[config.mk]
export PLATFORM = sky130hd
export DESIGN_NAME = servo_ramp_torque_reference
export DESIGN_NICKNAME = d
export VERILOG_FILES = /design/src/include/servo_ref_pkg.sv /design/src/hdl/servo_ramp_torque_reference.sv
export SDC_FILE = /design/constraint.sdc
export NUM_CORES = 1
export LEC_CHECK = 0
export CAP_MARGIN = 20
export CORE_MARGIN = 10
export CORE_UTILIZATION = 40
export DETAILED_ROUTE_END_ITERATION = 10
export DONT_BUFFER_PORTS = 1
export GPL_TIMING_DRIVEN = 0
export PLACE_DENSITY = 0.52
export SYNTH_ARGS = -nofsm -noshare
export SYNTH_HDL_FRONTEND = slang
export SYNTH_SLANG_ARGS = --single-unit
[constraint.sdc]
create_clock -name clock -period 23.4 [get_ports clock]
set_input_delay 5.85 -clock clock [delete_from_list [all_inputs] [get_ports clock]]
set_output_delay 5.85 -clock clock [all_outputs]
set_load 0.005 [all_outputs]
[src/include/servo_ref_pkg.sv]
package servo_ref_pkg;

  // ---------------------------------------------------------------
  // parameter addresses, reset values and ranges
  // ---------------------------------------------------------------
  localparam logic [11:0] ADDR_ACCEL_PERIOD  = 12'h0244;  // acceleration period, ms
  localparam logic [11:0] ADDR_DECEL_PERIOD  = 12'h0246;  // deceleration period, ms
  localparam logic [11:0] ADDR_TORQUE_FS     = 12'h0252;  // torque at 10 V, percent
  localparam logic [15:0] RST_ACCEL_PERIOD   = 16'h001e;  // 30 ms
  localparam logic [15:0] RST_DECEL_PERIOD   = 16'h001e;  // 30 ms
  localparam logic [15:0] RST_TORQUE_FS      = 16'h0064;  // 100 percent
  localparam logic [15:0] PERIOD_MIN         = 16'h0006;  // 6 ms
  localparam logic [15:0] PERIOD_MAX         = 16'hffdc;  // 65500 ms
  localparam logic [15:0] TORQUE_FS_MAX      = 16'h03e8;  // 1000 percent
  localparam logic [15:0] PRESET_LIMIT       = 16'h012c;  // 300 percent
  localparam logic [31:0] RAMP_FULL_RPM      = 32'h0000_1770; // 6000 rpm per period

  // ---------------------------------------------------------------
  // timing
  // ---------------------------------------------------------------
  localparam int CLOCK_MHZ       = 50;    // clock rate
  localparam int RAMP_TICK_US    = 1000;  // ramp time base, one millisecond
  localparam int RAMP_TICK_CYCLES = RAMP_TICK_US * CLOCK_MHZ;

  // analog input: signed sample, full positive code equals 10 V
  localparam int ANALOG_FS_SHIFT = 15;

  // ---------------------------------------------------------------
  // operating modes and torque select codes
  // ---------------------------------------------------------------
  typedef enum logic [2:0] {
    pulse_train_mode,
    internal_position_mode,
    velocity_mode,
    torque_mode,
    torque_zero_mode
  } opMode_e;

  localparam logic [1:0] SEL_ANALOG = 2'h0;  // analog or zero
  localparam logic [1:0] SEL_ONE    = 2'h1;  // preset one
  localparam logic [1:0] SEL_TWO    = 2'h2;  // preset two

  // parameter access carrier
  typedef struct packed {
    logic        write;   // one-cycle write strobe
    logic        read;    // one-cycle read strobe
    logic [11:0] addr;    // parameter address
    logic [15:0] wdata;   // write value
  } parReq_s;

  // torque preset set
  typedef struct packed {
    logic signed [15:0] presetOne;
    logic signed [15:0] presetTwo;
    logic signed [15:0] presetThree;
  } torquePreset_s;

endpackage

[src/hdl/servo_ramp_torque_reference.sv]
`timescale 1ns/1ps
module servo_ramp_torque_reference
  import servo_ref_pkg::*;
#(
  parameter int TICK_CYCLES = RAMP_TICK_CYCLES  // clocks per millisecond
) (
  // clock and reset
  input  wire logic                 clock,
  input  wire logic                 reset,
  // parameter access
  input  wire parReq_s              parReq,
  output logic               [15:0] parRdData,
  // mode and digital inputs
  input  wire opMode_e              opMode,
  input  wire logic                 servo_on_input,
  input  wire logic                 torque_select_bit0,
  input  wire logic                 torque_select_bit1,
  // references
  input  wire logic signed   [15:0] velocityTarget,
  input  wire logic signed   [15:0] pulse_train_input,
  input  wire logic signed   [15:0] analogTorque,
  input  wire torquePreset_s        torquePresets,
  // outputs
  output logic signed        [15:0] velocityRef,
  output logic signed        [15:0] torqueRef,
  output logic               [15:0] torqueLimit,
  output logic                      powerStageEnable
);

  // ---------------------------------------------------------------
  // parameter registers
  // ---------------------------------------------------------------
  logic [15:0] accel_period_ff, nxt_accel_period;     // accel ramp period
  logic [15:0] decel_period_ff, nxt_decel_period;     // decel ramp period
  logic [15:0] torque_full_scale_ff, nxt_torque_full_scale; // percent at 10 V
  logic [15:0] rdData_ff, nxt_rdData;                 // read answer

  wire periodOk = (parReq.wdata >= PERIOD_MIN) && (parReq.wdata <= PERIOD_MAX);

  // write decode and read mux
  always_comb begin
    nxt_accel_period      = accel_period_ff;
    nxt_decel_period      = decel_period_ff;
    nxt_torque_full_scale = torque_full_scale_ff;
    nxt_rdData            = rdData_ff;
    if (parReq.write) begin
      unique case (parReq.addr)
        ADDR_ACCEL_PERIOD: if (periodOk) nxt_accel_period = parReq.wdata;
        ADDR_DECEL_PERIOD: if (periodOk) nxt_decel_period = parReq.wdata;
        ADDR_TORQUE_FS: begin
          if (!servo_on_input && parReq.wdata <= TORQUE_FS_MAX)
            nxt_torque_full_scale = parReq.wdata;
        end
        default: ;  // unmapped write ignored
      endcase
    end
    if (parReq.read) begin
      unique case (parReq.addr)
        ADDR_ACCEL_PERIOD: nxt_rdData = accel_period_ff;
        ADDR_DECEL_PERIOD: nxt_rdData = decel_period_ff;
        ADDR_TORQUE_FS:    nxt_rdData = torque_full_scale_ff;
        default:           nxt_rdData = 16'h0000;  // unmapped reads zero
      endcase
    end
  end

  // register the parameters
  always_ff @(posedge clock) begin
    if (reset) begin
      accel_period_ff      <= RST_ACCEL_PERIOD;
      decel_period_ff      <= RST_DECEL_PERIOD;
      torque_full_scale_ff <= RST_TORQUE_FS;
      rdData_ff            <= 16'h0000;
    end else begin
      accel_period_ff      <= nxt_accel_period;
      decel_period_ff      <= nxt_decel_period;
      torque_full_scale_ff <= nxt_torque_full_scale;
      rdData_ff            <= nxt_rdData;
    end
  end

  assign parRdData = rdData_ff;

  // ---------------------------------------------------------------
  // millisecond tick divider
  // ---------------------------------------------------------------
  logic [31:0] tickCnt_ff, nxt_tickCnt;  // cycle counter
  logic        msTick;                   // one-cycle enable

  always_comb begin
    msTick      = (tickCnt_ff == 32'(TICK_CYCLES - 1));
    nxt_tickCnt = msTick ? 32'h0000_0000 : tickCnt_ff + 32'h0000_0001;
  end

  always_ff @(posedge clock) begin
    if (reset) tickCnt_ff <= 32'h0000_0000;
    else       tickCnt_ff <= nxt_tickCnt;
  end

  // ---------------------------------------------------------------
  // velocity ramp
  // ---------------------------------------------------------------
  logic signed [15:0] velRef_ff, nxt_velRef;  // ramped reference, rpm
  logic        [31:0] rateAcc_ff, nxt_rateAcc; // rpm credit times period
  logic signed [15:0] rampTarget;             // what the ramp chases
  logic        [15:0] activePeriod;           // accel or decel period
  logic               rampActive;             // mode uses the ramp
  logic               slowing;                // magnitude is falling
  logic        [31:0] accSum;                 // credit after this tick

  always_comb begin
    rampActive = (opMode == velocity_mode) || (opMode == pulse_train_mode);
    rampTarget = (opMode == velocity_mode) ? velocityTarget : pulse_train_input;
    slowing    = (velRef_ff > 16'sh0000 && rampTarget < velRef_ff) ||
                 (velRef_ff < 16'sh0000 && rampTarget > velRef_ff);
    activePeriod = slowing ? decel_period_ff : accel_period_ff;
    accSum     = msTick ? rateAcc_ff + RAMP_FULL_RPM : rateAcc_ff;
    nxt_velRef = velRef_ff;
    nxt_rateAcc = accSum;
    if (!rampActive || !servo_on_input) begin
      // ramp off: hold at rest
      nxt_velRef  = 16'sh0000;
      nxt_rateAcc = 32'h0000_0000;
    end else if (velRef_ff == rampTarget) begin
      // on target: drop stale credit
      nxt_rateAcc = 32'h0000_0000;
    end else if (accSum >= {16'h0000, activePeriod}) begin
      // one rpm step per spent period
      nxt_rateAcc = accSum - {16'h0000, activePeriod};
      nxt_velRef  = (rampTarget > velRef_ff) ? velRef_ff + 16'sh0001
                                             : velRef_ff - 16'sh0001;
    end
  end

  always_ff @(posedge clock) begin
    if (reset) begin
      velRef_ff  <= 16'sh0000;
      rateAcc_ff <= 32'h0000_0000;
    end else begin
      velRef_ff  <= nxt_velRef;
      rateAcc_ff <= nxt_rateAcc;
    end
  end

  assign velocityRef = velRef_ff;

  // ---------------------------------------------------------------
  // torque reference selection
  // ---------------------------------------------------------------
  logic signed [15:0] torqueRef_ff, nxt_torqueRef;  // target torque, percent
  logic signed [15:0] analogScaled;                 // analog in percent
  logic signed [15:0] presetPick;                   // clamped preset
  logic signed [32:0] product;                      // analog times full scale
  logic        [1:0]  torqueSel;                    // select code
  logic               torqueMode;                   // t or tz active

  // linear scaling, full code is 10 V
  always_comb begin
    product      = 33'(analogTorque) * $signed({17'h0_0000, torque_full_scale_ff});
    analogScaled = 16'(product >>> ANALOG_FS_SHIFT);
  end

  // bit-coded preset pick with range clamp
  always_comb begin
    torqueSel = {torque_select_bit1, torque_select_bit0};
    unique case (torqueSel)
      SEL_ONE: presetPick = torquePresets.presetOne;
      SEL_TWO: presetPick = torquePresets.presetTwo;
      default: presetPick = torquePresets.presetThree;
    endcase
    if (presetPick > $signed(PRESET_LIMIT))       presetPick = $signed(PRESET_LIMIT);
    else if (presetPick < -$signed(PRESET_LIMIT)) presetPick = -$signed(PRESET_LIMIT);
  end

  always_comb begin
    torqueMode    = (opMode == torque_mode) || (opMode == torque_zero_mode);
    nxt_torqueRef = 16'sh0000;
    if (!torqueMode || !servo_on_input) begin
      nxt_torqueRef = 16'sh0000;
    end else if (torqueSel != SEL_ANALOG) begin
      nxt_torqueRef = presetPick;
    end else if (opMode == torque_mode) begin
      nxt_torqueRef = analogScaled;
    end else begin
      nxt_torqueRef = 16'sh0000;
    end
  end

  always_ff @(posedge clock) begin
    if (reset) torqueRef_ff <= 16'sh0000;
    else       torqueRef_ff <= nxt_torqueRef;
  end

  assign torqueRef = torqueRef_ff;

  // full scale as the torque limit outside t and tz, TORQUE_FS_MAX (1000 percent) in them
  assign torqueLimit = torqueMode ? TORQUE_FS_MAX : torque_full_scale_ff;
  // power stage follows servo on, no stop ramp
  assign powerStageEnable = servo_on_input;

  // ---------------------------------------------------------------
  // assertions
  // ---------------------------------------------------------------
  property p_accelRange;
    @(posedge clock) disable iff (reset)
      (parReq.write && parReq.addr == ADDR_ACCEL_PERIOD && !periodOk)
      |=> (accel_period_ff == $past(accel_period_ff));
  endproperty
  a_accelRange: assert property (p_accelRange)
    else $error("out of range accel period took effect");

  property p_decelWrite;
    @(posedge clock) disable iff (reset)
      (parReq.write && parReq.addr == ADDR_DECEL_PERIOD && periodOk)
      |=> (decel_period_ff == $past(parReq.wdata));
  endproperty
  a_decelWrite: assert property (p_decelWrite)
    else $error("valid decel period not stored");

  property p_fsLocked;
    @(posedge clock) disable iff (reset)
      (parReq.write && parReq.addr == ADDR_TORQUE_FS && servo_on_input)
      |=> $stable(torque_full_scale_ff);
  endproperty
  a_fsLocked: assert property (p_fsLocked)
    else $error("full scale changed while enabled");

  property p_rampStep;
    @(posedge clock) disable iff (reset)
      (rampActive && servo_on_input) ##1 (rampActive && servo_on_input)
      |-> (velRef_ff - $past(velRef_ff) <= 16'sh0001) &&
          ($past(velRef_ff) - velRef_ff <= 16'sh0001);
  endproperty
  a_rampStep: assert property (p_rampStep)
    else $error("velocity reference stepped");

  property p_rampIdle;
    @(posedge clock) disable iff (reset)
      (!rampActive) [*2] |-> (velRef_ff == 16'sh0000);
  endproperty
  a_rampIdle: assert property (p_rampIdle)
    else $error("ramp moves outside velocity and pulse modes");

  property p_coast;
    @(posedge clock) disable iff (reset)
      !servo_on_input |-> !powerStageEnable ##1 (torqueRef_ff == 16'sh0000);
  endproperty
  a_coast: assert property (p_coast)
    else $error("torque held after power disable");

  property p_presetWins;
    @(posedge clock) disable iff (reset)
      (torqueMode && servo_on_input && torqueSel != SEL_ANALOG)
      |=> (torqueRef_ff == $past(presetPick));
  endproperty
  a_presetWins: assert property (p_presetWins)
    else $error("preset did not override analog");

  property p_zeroMode;
    @(posedge clock) disable iff (reset)
      (opMode == torque_zero_mode && torqueSel == SEL_ANALOG)
      |=> (torqueRef_ff == 16'sh0000);
  endproperty
  a_zeroMode: assert property (p_zeroMode)
    else $error("torque zero mode not zero");

  property p_analog;
    @(posedge clock) disable iff (reset)
      (opMode == torque_mode && servo_on_input && torqueSel == SEL_ANALOG)
      |=> (torqueRef_ff == $past(analogScaled));
  endproperty
  a_analog: assert property (p_analog)
    else $error("analog torque not followed");

  property p_limit;
    @(posedge clock) disable iff (reset)
      !torqueMode |-> (torqueLimit == torque_full_scale_ff);
  endproperty
  a_limit: assert property (p_limit)
    else $error("torque limit differs from full scale");

endmodule

==> reports/qor.csv <==
metric;value;unit
Final period util;0.5617;
final core utilization;0.4322;
Fmax;0.07608;GHz
initial core utilization;0.4026;
Synth warnings;0;
synthesized area;0.01819;mm²
commonest non-fill, non-tap cell in the layout;inv_1;
IO buf count;0;
CTS Buf Count;17;
Post-CTS Resized;0;
register area share after synthesis;0.1761;
Required @ worst endpoint;23.79;ns
DRT iter0 DRCs;697;
H-tree depth;4;
DRT Pass-1 Iters;5;
Max FO, Critical Path;16;
Top cell by count, worst path;a21o_1;
worst-skew pair later-pin latency;0.48;ns
Fill cells;4562;
synthesized flop and latch total;160;
Net Count, Synth;2618;
Post-synth EDFFs;0;
total inserted antenna cells;0;
PD cells;132.5;mW/mm²
Max-cap violations;0;
Worst VDD drop;0.3312;mV
crit path DAT;13.54;ns
GRT Total Usage;0.1931;
status;finished, final reports clean;
crit path capture type;flip-flop;
drt total wl;52010;µm
CTS sink cnt;160;
die height;233.3;µm
ys async rst share;0;
Fin Clk Skew;0.01213;ns
Area growth, synth to finish;7.366;%
worst rel slew slack;0.3895;
M1 GR Usage;0.2374;
share of cells above drive strength 1;0.03608;
Setup violations, final;0;
Core ar.;0.04519;mm²
RSZ-0062 raised after global routing;false;
Vias;14477;
Layout Cells excl Fill;2762;
TritonCTS clock tree;built;
worst hold path type;reg -> reg;
clock-pin slew on the worst setup and hold paths;0.07;ns
Slew @ Worst Pin;0.9087;ns
ys flop type;dfxtp_1;
Avg Cell Area, Syn;8.548;µm²
type of origin of the critical path;primary input;
final-report max-slew violation count;0;
clock root cell;clkbuf_16;
DP Cell Count;2730;
GR Layer Usage met2;0.3357;
post-DP HPWL;42330;µm
commonest cells after routing, fill and taps aside;277 x inv_1, 202 x nand2_1, 195 x fa_1, 185 x nor2_1, 161 x ha_1;
die area;0.05441;mm²
die width;233.3;µm
final hold viol count;0;
Static Leak;8.972;nW
critical path class;in -> reg;
slowest CP cell;o21ai_0;
hold buffer count at cts;0;
Core Rows;78;
I/O Pins;199;
vias in the first global route;14781;
grt met3 use;0.03749;
Mapped Cells;2128;
setup bufs post-CTS;0;
pin count of the biggest net entering global routing;17;
library cells used by synthesis;80;
GP Congestion;0.8558;
Vias/cell;5.241;
global route overflow;0;
Post-route DRC;0;
Final min period;13.14;ns
clk buf depth;2;
first-pass GRT wire length;82380;µm
Final ANT Viol Nets;0;
routed len/inst;18.83;µm
fin nets;2639;
TNS Setup;0;ns
CP peak stage delay;0.55;ns
layer with the highest usage;met2;
initial antenna violation count;0;
==> registers in the layout (all words and copies together), names as in the netlist <==
| signal | count |
|---|---|
| velocityRef | 16 |
| decel_period_ff | 16 |
| tickCnt_ff | 32 |
| accel_period_ff | 16 |
| rateAcc_ff | 32 |
| torque_full_scale_ff | 16 |
| torqueRef | 16 |
| parRdData | 16 |
==> metal layers <==
metal	vias up	part of all wire	routed length, µm
li1	7087	-	-
met5	-	0	0
met2	226	0.50	26240
met1	7101	0.43	22450
met3	63	0.041	2122
met4	0	0.023	1195
==> layout make-up <==
cell class | instances | area (µm²) | share of cell area
Multi-Input combinational cell | 1587 | 13520 | 0.6921
Sequential cell | 160 | 3203 | 0.1640
Inverter | 279 | 1047 | 0.05362
Tap cell | 600 | 750.7 | 0.03844
Clock buffer | 18 | 439.2 | 0.02249
Buffer | 102 | 422.9 | 0.02165
Clock inverter | 14 | 131.4 | 0.006726
Timing Repair Buffer | 2 | 18.77 | 0.0009609
==> synthesized netlist by cell type (4+ instances only) <==
library cell  count  area [µm²]
o211ai_1          7       52.55
nand2_1         202       758.2
mux2i_1          92       920.9
fa_1            195        3904
o31ai_1           6       45.04
a22oi_1          13       97.59
and4_1           11       96.34
and2_1          135       844.6
o31a_1            8       70.07
xnor2_1          36       315.3
xor2_1           53       464.2
nor2_1          185       694.4
or3_1            18       112.6
nand4_1          25       156.4
a22o_1            4       35.03
clkbuf_1         84       315.3
a21oi_1          69       345.3
buf_2             4       20.02
nand3_1          37       185.2
nor3_1           28       140.1
a21o_1           31       232.7
a211o_1           8       70.07
nor4_1           21       131.4
and3_1           21       131.4
nand2b_1         28       175.2
ha_1            161        2014
a221oi_1          8       70.07
o21a_1           12       90.09
dfxtp_1         160        3203
mux2_2           16       180.2
inv_1           277        1040
o21ai_0          40       200.2
nor2b_1          17       106.4
buf_1             7       26.28
a211oi_1         26       195.2
a21boi_0          4       30.03
a2111oi_0         6       52.55
==> worst paths after layout <==
kind                         end  slack, ns                    start  cells after the start
hold / removal     tickCnt_ff[0]       0.46            tickCnt_ff[0]                      1
hold reg to reg    tickCnt_ff[0]       0.46            tickCnt_ff[0]                      1
setup reg to reg   torqueRef[15]      15.35  torque_full_scale_ff[8]                     22
setup / recovery  rateAcc_ff[30]      10.26                opMode[1]                     31
==> report_power, final <==
group          switching (mW)  internal [mW]  leakage, nW  total [mW]
Clock                   0.129          0.150        0.280       0.279
Sequential             0.0445          0.309         1.29       0.353
Combinational            1.16          0.800         7.40        1.96
Total                    1.33           1.26         8.97        2.59
==> cells by family (layout without fill, tap and decap cells) <==
group           Yosys count  after routing  synth area share
compound gates          279            279            0.1050
xor+xnor                 89             89           0.04285
fa+ha+maj               356            356            0.3253
buf+inv                 381            415           0.08082
flops                   160            160            0.1761
mux                     108            108           0.06053
simple gates            755            755            0.2094
==> per-stage QoR <==
stage | power (mW) | cell area, µm² | setup WS, ns | hold WS, ns
2_1_floorplan | 1.836 | 18190 | 10.76 | 0.4264
3_3_place_gp | 2.281 | 18940 | 9.138 | 0.4430
3_5_place_dp | 2.314 | 18960 | 9.689 | 0.4493
4_1_cts | 2.604 | 19530 | 10.19 | 0.4652
5_1_grt | 2.790 | 19530 | 9.623 | 0.5126
6_report | 2.588 | 19530 | 10.26 | 0.4569
==> worst max-delay path: cells and delay by family <==
| kind | cells | cell delay [ns] |
|---|---|---|
| AO/OA/AOI/OAI | 16 | 4.38 |
| AND/OR/NAND/NOR | 4 | 0.56 |
| adder cells (fa/ha/maj) | 4 | 1.02 |
| multiplexers | 2 | 0.58 |
| buffers and inverters | 5 | 1.12 |
Power figures use the tool's default switching activity.
